**src/rtl/ifsc_map.vh**
```
// Purpose: offsets, fields, reset values and command codes of the flag/command block
// Assumes: byte-wide registers on a plain strobe port
// Notes:   definitions only
`ifndef IFSC_MAP_VH
`define IFSC_MAP_VH

// ************************************************************
// register offsets
// ************************************************************
`define IFSC_OFS_FLAGS      8'h95
`define IFSC_OFS_WAKE       8'h96
`define IFSC_OFS_CMD        8'h97
`define IFSC_OFS_CTRL       8'h98

// ************************************************************
// field positions
// ************************************************************
`define IFSC_BIT_TICK       0
`define IFSC_BIT_PORT       1
`define IFSC_BIT_EXT        2
`define IFSC_BIT_CONV       4
`define IFSC_BIT_TOUCH      5
`define IFSC_BIT_LOWV       7
`define IFSC_BIT_SPALL      0
`define IFSC_BIT_WATCHDOG_TIMEOUT_FLAG       1
`define IFSC_CTRL_RATE_LSB  0
`define IFSC_CTRL_WDP_LSB   4

// ************************************************************
// reset values and command codes
// ************************************************************
`define IFSC_RST_WAKE       8'h00
`define IFSC_RST_RATE       2'h0
`define IFSC_RST_WDP        2'h0
`define IFSC_CMD_SOFTRST    8'h56
`define IFSC_CMD_SPALL      8'h65

// ************************************************************
// last count of each slow tick interval, one less than its length in slow clock cycles; soft reset pulse length less one, in mclk cycles
// ************************************************************
`define IFSC_TICK_0         16'h7fff
`define IFSC_TICK_1         16'h3fff
`define IFSC_TICK_2         16'h1fff
`define IFSC_TICK_3         16'h007f
`define IFSC_SRST_LEN       4'h3

`endif

```
**src/rtl/ifsc_top.v**
```verilog
// Contract
// - rate select picks 32768/16384/8192/128 slow cycles
// - tick flag sets when interval completes
// - low voltage flag read-only, hardware set
// - touch done flag sets on conversion end only while sysclk_fast_ok is high
// - external edge flag sets on falling edge
// - port change flag sets on enabled pin change
// - three flags auto-clear on service entry
// - wake enable register, one bit per pin
// - writing 56h triggers software reset
// - 65h sets self-program flag, others clear
// - command bit 0 reads self-program flag
// - watchdog period select 480/240/120/60 ms
//
// Purpose: interrupt flag gathering, pin wake enables and system command register
// Assumes: all inputs synchronous to mclk; slow clock arrives as a one-cycle enable
// Notes:   watchdog, converter, touch and flash logic live outside; the slow tick timer is inside
`include "ifsc_map.vh"
`timescale 1ns/1ps
`default_nettype none

module ifsc_top (
    input  wire        mclk,
    input  wire        rst_n,
    input  wire [7:0]  reg_addr,
    input  wire [7:0]  reg_wdata,
    input  wire        reg_wr,
    input  wire        reg_rd,
    output reg  [7:0]  reg_rdata,
    input  wire        slow_clk_en,
    input  wire        ext_irq_pin,
    input  wire [7:0]  port_pins,
    input  wire        touch_key_done,
    input  wire        sysclk_fast_ok,
    input  wire        conv_done,
    input  wire        low_supply,
    input  wire        watchdog_timeout_flag,
    input  wire        isr_ext_ack,
    input  wire        isr_port_ack,
    input  wire        isr_tick_ack,
    output reg         slow_tick_flag,
    output reg         ext_edge_flag,
    output reg         port_change_flag,
    output reg         touch_done_flag,
    output reg         conv_done_flag,
    output reg         low_voltage_flag,
    output reg  [7:0]  port_wake_enable,
    output reg         self_program_all,
    output reg  [1:0]  watchdog_period_sel,
    output reg         soft_reset_cmd
);

    // ************************************************************
    // decode helpers
    // ************************************************************
    // write hit on one offset, used for every register
    function hit;
        input [7:0] a;
        input [7:0] ofs;
        begin
            hit = (a == ofs);
        end
    endfunction

    // interval end value for a rate code
    function [15:0] tick_last;
        input [1:0] sel;
        begin
            case (sel)
                2'h0:    tick_last = `IFSC_TICK_0;
                2'h1:    tick_last = `IFSC_TICK_1;
                2'h2:    tick_last = `IFSC_TICK_2;
                default: tick_last = `IFSC_TICK_3;
            endcase
        end
    endfunction

    wire wr_flags = reg_wr && hit(reg_addr, `IFSC_OFS_FLAGS);
    wire wr_wake  = reg_wr && hit(reg_addr, `IFSC_OFS_WAKE);
    wire wr_cmd   = reg_wr && hit(reg_addr, `IFSC_OFS_CMD);
    wire wr_ctrl  = reg_wr && hit(reg_addr, `IFSC_OFS_CTRL);

    // ************************************************************
    // control register: rate select and watchdog period
    // ************************************************************
    reg [1:0] slow_tick_rate_sel;

    // rate select for the slow tick interval
    always @(posedge mclk or negedge rst_n) begin
        if (!rst_n) begin
            slow_tick_rate_sel <= `IFSC_RST_RATE;
        end else if (wr_ctrl) begin
            slow_tick_rate_sel <= reg_wdata[`IFSC_CTRL_RATE_LSB +: 2];
        end
    end

    // period select only forwarded; the watchdog itself is outside
    always @(posedge mclk or negedge rst_n) begin
        if (!rst_n) begin
            watchdog_period_sel <= `IFSC_RST_WDP;
        end else if (wr_ctrl) begin
            watchdog_period_sel <= reg_wdata[`IFSC_CTRL_WDP_LSB +: 2];
        end
    end

    // ************************************************************
    // slow tick timer
    // ************************************************************
    reg  [15:0] tick_cnt_q;
    wire        tick_done = slow_clk_en && (tick_cnt_q >= tick_last(slow_tick_rate_sel));

    // >= so a rate change to a shorter interval never overshoots a wrap
    always @(posedge mclk or negedge rst_n) begin
        if (!rst_n) begin
            tick_cnt_q <= 16'h0000;
        end else if (slow_clk_en) begin
            if (tick_done) begin
                tick_cnt_q <= 16'h0000;
            end else begin
                tick_cnt_q <= tick_cnt_q + 16'h0001;
            end
        end
    end

    // ************************************************************
    // event detection
    // ************************************************************
    reg        ext_pin_q;
    reg  [7:0] port_pins_q;
    wire [7:0] pin_chg;
    genvar     gi;

    // per-pin change, qualified by that pin's own wake enable
    generate
        for (gi = 0; gi < 8; gi = gi + 1) begin : g_pin
            assign pin_chg[gi] = (port_pins_q[gi] ^ port_pins[gi]) & port_wake_enable[gi];
        end
    endgenerate

    wire       ext_fall  = ext_pin_q && !ext_irq_pin;
    wire       port_chg  = |pin_chg;
    wire       touch_set = touch_key_done && sysclk_fast_ok;

    // pins assumed synchronous; history starts high so reset is no false edge
    always @(posedge mclk or negedge rst_n) begin
        if (!rst_n) begin
            ext_pin_q   <= 1'b1;
            port_pins_q <= 8'hff;
        end else begin
            ext_pin_q   <= ext_irq_pin;
            port_pins_q <= port_pins;
        end
    end

    // ************************************************************
    // interrupt flags
    // ************************************************************
    // next value of one sticky flag; a set event wins over a clear or a service entry,
    // so an event landing in the clearing cycle is never lost
    function flag_next;
        input set_ev;
        input cur;
        input keep_bit;
        input svc_ack;
        begin
            flag_next = set_ev || (cur && keep_bit && !svc_ack);
        end
    endfunction

    // keep mask: a written zero clears, a one keeps
    wire [7:0] keep = wr_flags ? reg_wdata : 8'hff;

    // tick flag; entry to the tick routine clears it
    always @(posedge mclk or negedge rst_n) begin
        if (!rst_n) begin
            slow_tick_flag <= 1'b0;
        end else begin
            slow_tick_flag <= flag_next(tick_done, slow_tick_flag, keep[`IFSC_BIT_TICK], isr_tick_ack);
        end
    end

    // edge flag; set whatever the edge interrupt enable says
    always @(posedge mclk or negedge rst_n) begin
        if (!rst_n) begin
            ext_edge_flag <= 1'b0;
        end else begin
            ext_edge_flag <= flag_next(ext_fall, ext_edge_flag, keep[`IFSC_BIT_EXT], isr_ext_ack);
        end
    end

    // port flag; the port interrupt enable lives outside and has no say here
    always @(posedge mclk or negedge rst_n) begin
        if (!rst_n) begin
            port_change_flag <= 1'b0;
        end else begin
            port_change_flag <= flag_next(port_chg, port_change_flag, keep[`IFSC_BIT_PORT], isr_port_ack);
        end
    end

    // touch flag; software clear only, no service entry clear
    always @(posedge mclk or negedge rst_n) begin
        if (!rst_n) begin
            touch_done_flag <= 1'b0;
        end else begin
            touch_done_flag <= flag_next(touch_set, touch_done_flag, keep[`IFSC_BIT_TOUCH], 1'b0);
        end
    end

    // conversion flag; software clear only
    always @(posedge mclk or negedge rst_n) begin
        if (!rst_n) begin
            conv_done_flag <= 1'b0;
        end else begin
            conv_done_flag <= flag_next(conv_done, conv_done_flag, keep[`IFSC_BIT_CONV], 1'b0);
        end
    end

    // low voltage: a plain copy, not sticky; writes cannot touch it
    always @(posedge mclk or negedge rst_n) begin
        if (!rst_n) begin
            low_voltage_flag <= 1'b0;
        end else begin
            low_voltage_flag <= low_supply;
        end
    end

    // ************************************************************
    // wake enables and system command
    // ************************************************************
    reg [3:0] srst_cnt_q;

    always @(posedge mclk or negedge rst_n) begin
        if (!rst_n) begin
            port_wake_enable <= `IFSC_RST_WAKE;
        end else if (wr_wake) begin
            port_wake_enable <= reg_wdata;
        end
    end

    // reset pulse stretched a few cycles so the reset logic outside sees it
    always @(posedge mclk or negedge rst_n) begin
        if (!rst_n) begin
            self_program_all <= 1'b0;
            soft_reset_cmd   <= 1'b0;
            srst_cnt_q       <= 4'h0;
        end else begin
            if (wr_cmd) begin
                self_program_all <= (reg_wdata == `IFSC_CMD_SPALL);
            end
            if (wr_cmd && reg_wdata == `IFSC_CMD_SOFTRST) begin
                soft_reset_cmd <= 1'b1;
                srst_cnt_q     <= `IFSC_SRST_LEN;
            end else if (srst_cnt_q != 4'h0) begin
                srst_cnt_q <= srst_cnt_q - 4'h1;
            end else begin
                soft_reset_cmd <= 1'b0;
            end
        end
    end

    // ************************************************************
    // read path
    // ************************************************************
    reg [7:0] rd_d;

    always @* begin
        rd_d = 8'h00;
        case (reg_addr)
            `IFSC_OFS_FLAGS: begin
                rd_d[`IFSC_BIT_TICK]  = slow_tick_flag;
                rd_d[`IFSC_BIT_PORT]  = port_change_flag;
                rd_d[`IFSC_BIT_EXT]   = ext_edge_flag;
                rd_d[`IFSC_BIT_CONV]  = conv_done_flag;
                rd_d[`IFSC_BIT_TOUCH] = touch_done_flag;
                rd_d[`IFSC_BIT_LOWV]  = low_voltage_flag;
            end
            `IFSC_OFS_WAKE: rd_d = port_wake_enable;
            `IFSC_OFS_CMD: begin
                rd_d[`IFSC_BIT_SPALL] = self_program_all;
                rd_d[`IFSC_BIT_WATCHDOG_TIMEOUT_FLAG]  = watchdog_timeout_flag;
            end
            `IFSC_OFS_CTRL: begin
                rd_d[`IFSC_CTRL_RATE_LSB +: 2] = slow_tick_rate_sel;
                rd_d[`IFSC_CTRL_WDP_LSB +: 2]  = watchdog_period_sel;
            end
            default: rd_d = 8'h00;
        endcase
    end

    // data valid only in the cycle after the read strobe
    always @(posedge mclk or negedge rst_n) begin
        if (!rst_n) begin
            reg_rdata <= 8'h00;
        end else if (reg_rd) begin
            reg_rdata <= rd_d;
        end else begin
            reg_rdata <= 8'h00;
        end
    end

endmodule // ifsc_top

`default_nettype wire

```
**config.mk**
```make
export PLATFORM = sky130hd
export DESIGN_NAME = ifsc_top
export DESIGN_NICKNAME = d
export VERILOG_FILES = /design/src/rtl/ifsc_top.v
export VERILOG_INCLUDE_DIRS = /design/src /design/src/rtl
export SDC_FILE = /design/constraint.sdc
export NUM_CORES = 1
export LEC_CHECK = 0
export BUFFER_PORTS_ARGS = -buffer_cell sky130_fd_sc_hd__clkbuf_2
export CORE_ASPECT_RATIO = 0.7
export CORE_MARGIN = 1
export CORE_UTILIZATION = 30
export DETAILED_ROUTE_END_ITERATION = 12
export PLACE_DENSITY = 0.51
export SLEW_MARGIN = 10
export SYNTH_ARGS = -nofsm -noshare
export SYNTH_HDL_FRONTEND = slang
export SYNTH_SLANG_ARGS = --single-unit
```
**constraint.sdc**
```tcl
create_clock -name mclk -period 1.85 [get_ports mclk]
set_input_delay 0.0925 -clock mclk [delete_from_list [all_inputs] [get_ports mclk]]
set_output_delay 0.0925 -clock mclk [all_outputs]
set_load 0.05 [all_outputs]
```
==> results.md <==
* CP max stage cell: dfrtp_1
* Yosys top cell by area: dfrtp_1
* Synth Area in XOR/XNOR at 6.236%
* # port buffers at 63
* Mux cell area share after synthesis at 6.771%
* Inst Count DP at about 450
* Sequential area share after synthesis at around half
* Initial antenna violation count at 0
* Hold WC Path Type: in -> reg
* Overall Global Routing Usage at between 10% and 20%
* DRC at 0
* Starting Density at 30.97%
* WS Path Type: reg -> reg
* Area of the core at just over 9000 um2
* Post-Synth Adder-Cell Area at between 2 and 2.5%
* FF+latch count, synth at between 50 and 60
* Vias in the first global route at 2127
* Clock sink count at 57
* Final Cycle Share at 104.2%
* Clk Tree Root Cell: clkbuf_16
* Crit path required time at 2.06 ns
* Critical-path maximum fanout at 13
* Delay-heaviest family, CP: simple AND/OR/NAND/NOR gates
* Syn Inst Count at between 200 and 300
* Mapped Area at around 2800 um2
* Critical Path Start: slow_tick_rate_sel[0]
* CP arrival at 2.14 ns
* Ports at 64
* Ys Warns at 0
* FF-to-FF setup slack at -0.08 ns
* Max-cap viol count at 0
* Post CTS Setup Buffer Count at 0
* Final nets at slightly below 400
* Slew headroom at 62.98%
* Synth async-reset ratio at 100.0%
* Worst r2r dst: slow_tick_flag
* CTS buffer count at 9
* Gpl congestion at 0.7865
* Post-synth top flop: dfrtp_1
* Top sig layer: met4
* Critical Path Sink Type: flip-flop
* Crit-path cells: or2_4 > ha_4 > nand3b_1 > a211oi_1 > a2111oi_2 > a21boi_2 > buf_12 > nand2b_1
* Hpwl dp at around 5500 um
* Routed len/inst at about 15 um
* Largest net degree at the start of global routing at 39
* Diode count at 0
* Yosys top cell area share at around 43%
* Failing checks: negative setup slack
* H-tree levels at 3
* Row count at 29
* Syn nets at about 300
* Clock Skew at about 0.004 ns
* TNS Setup at -0.8125 ns
* Leakage at approximately 1.8 nW
* Met3 Wirelength at approximately 290 um
* Status: finished, violations left
* Crit path depth at 8
* Vias post-DR at approximately 2200
* Synth Area in Compound Gates at under 10%
* Met2 wire len at roughly 2700 um
* TritonCTS clock tree: built
* Vias per inst at 4.588
* Synth Area in Simple Gates at a little over a fifth
* Count of final hold-check violations at 0
* EDFF count, synth at 0
* Pwr/cell area at slightly above 1000 nW/um2
* Most frequent cell after synthesis: dfrtp_1
* Synthesized area per cell at 11.02 um2
* First-pass detailed-route iteration total at 4
* Final std cells w/o fill at slightly below 500
* Final setup fails at 14
* Top post-synthesis cells by area: dfrtp_1 (43%), dfstp_2 (8.4%), mux2_2 (6.4%), xor2_1 (4.4%), nor2_1 (3.3%)
* Setup crit start kind: flip-flop
* Max incr delay on CP at between 0.3 and 0.4 ns
* Initial drt markers at around 130
* Reg clk slew, reported paths at ~0.050 ns
* Post-route ant nets at 0
* VDD IR max at between 0.5 and 0.6 mV
* Maximum clock insertion buffer count at 2
* Layout Area Growth over Synthesis at 37.33%
* Worst-Margin Slew at about 0.56 ns
* Chip height at approximately 83 um
* WL met1 at 4163 um
* Unrepaired setup endpoints after global routing: true
* Post-synth cell types at 48
* Worst path bufs/invs at 1
* Die ar. at slightly below 10000 um2
* Fin. max-slew vios at 0
* Main combinational cell family by area after synthesis: simple AND/OR/NAND/NOR gates
* RR Startpoint: slow_tick_rate_sel[0]
* First-pass GRT wire length at 11680 um
* CP Capture Point: slow_tick_flag
* Total Wirelength at approximately 7200 um
* Worst reg2reg path depth at 8
* Proportion of layout cells with a drive suffix above 1 at 38.10%
* Post-Place Worst Slack at -0.07960 ns
* Min Tclk post-route at 1.928 ns
* Grt ovf at 0
* Clock Latency Late Sink at about 0.33 ns
* Fmax achieved at slightly above 0.5 GHz
* Fill count at 913
* Worst setup margin at -0.07779 ns
* Die width at about 120 um
* Synth top cells by count: dfrtp_1 (48), nor2_1 (25), nand2_1 (20)
cells by family (layout without fill, tap and decap cells):
logic type,Yosys count,count (layout)
multiplexers,17,17
adder cells (fa/ha/maj),5,5
buffers and inverters,18,120
AO/OA/AOI/OAI,39,39
AND/OR/NAND/NOR,99,99
flip-flops,57,57
XOR/XNOR,20,20
placed cells by master (no fill, tap or decap), types with 10 or more instances in the layout:
cell type | synthesis | final
o21ai_0 | 12 | 10
nor2_1 | 25 | 25
xor2_1 | 14 | 14
inv_1 | 13 | 13
clkbuf_2 | 0 | 63
buf_4 | 1 | 12
dlygate4sd3_1 | 0 | 14
dfrtp_1 | 48 | 48
mux2_2 | 16 | 16
nand2_1 | 20 | 19
cell type report:
type | instances | area [um2] | area share (%)
multi-input combinational | 180 | 1321 | 34.25
inverter | 13 | 48.80 | 1.265
tap | 124 | 155.1 | 4.022
sequential | 57 | 1438 | 37.27
clock inverter | 2 | 35.03 | 0.9082
clock buffer | 14 | 274.0 | 7.103
timing repair buffer | 91 | 585.6 | 15.18
per-layer routing:
metal	vias up	GRT usage (%)
met5	-	0
met3	5	4.190
met2	50	18.72
met1	1060	25.73
li1	1092	-
met4	0	5.594
how the worst min path moves through the flow:
stage               slack [ns]             endpoint  cells past startpoint    startpoint
floorplan                -0.20       conv_done_flag                      0         rst_n
global placement          0.11  port_wake_enable[5]                      1         rst_n
detailed placement        0.10  port_wake_enable[4]                      1         rst_n
CTS                      0.009  port_wake_enable[3]                      2  reg_wdata[3]
global route              0.02  port_wake_enable[3]                      2  reg_wdata[3]
finish                    0.02  port_wake_enable[3]                      2  reg_wdata[3]
stage by stage:
step | hold WS, ns | power [mW] | area, um2 | util, %
floorplan | -0.2031 | 1.982 | 2830 | -
global placement | 0.1050 | 2.180 | 3400 | 37.48
detailed placement | 0.1049 | 2.207 | 3400 | 37.48
CTS | 0.009212 | 3.948 | 3849 | 42.43
global route | 0.01644 | 4.104 | 3857 | 42.52
finish | 0.02348 | 3.906 | 3857 | 42.52
where the power goes:
part,total [mW],internal [mW],leakage (nW),switching (mW)
registers,1.57,1.40,0.716,0.166
logic,0.652,0.290,0.939,0.362
clock network,1.68,1.15,0.153,0.536
worst reg2reg max path: cells and delay by family (launching register included):
family,cells,cell delay (ns)
compound gates,3,0.52
flops,1,0.37
simple gates,3,0.52
fa+ha+maj,1,0.24
buf+inv,1,0.17
state kept, by name, indices dropped and copies added (netlist names), 2 cells and up:
signal               cells
reg_rdata                8
port_wake_enable         8
slow_tick_rate_sel       2
port_pins_q              8
tick_cnt_q              16
watchdog_period_sel      2
srst_cnt_q               4
timing repair:
item / CTS / global route
gates cloned: 0 / 0
hold endpoints to repair: 29 / 0
hold buffers: 14 / 0
resized for setup: 2 / 2
setup endpoints to repair: 17 / 17
pin swaps: 3 / 0
(Power assumes the default switching activity.)
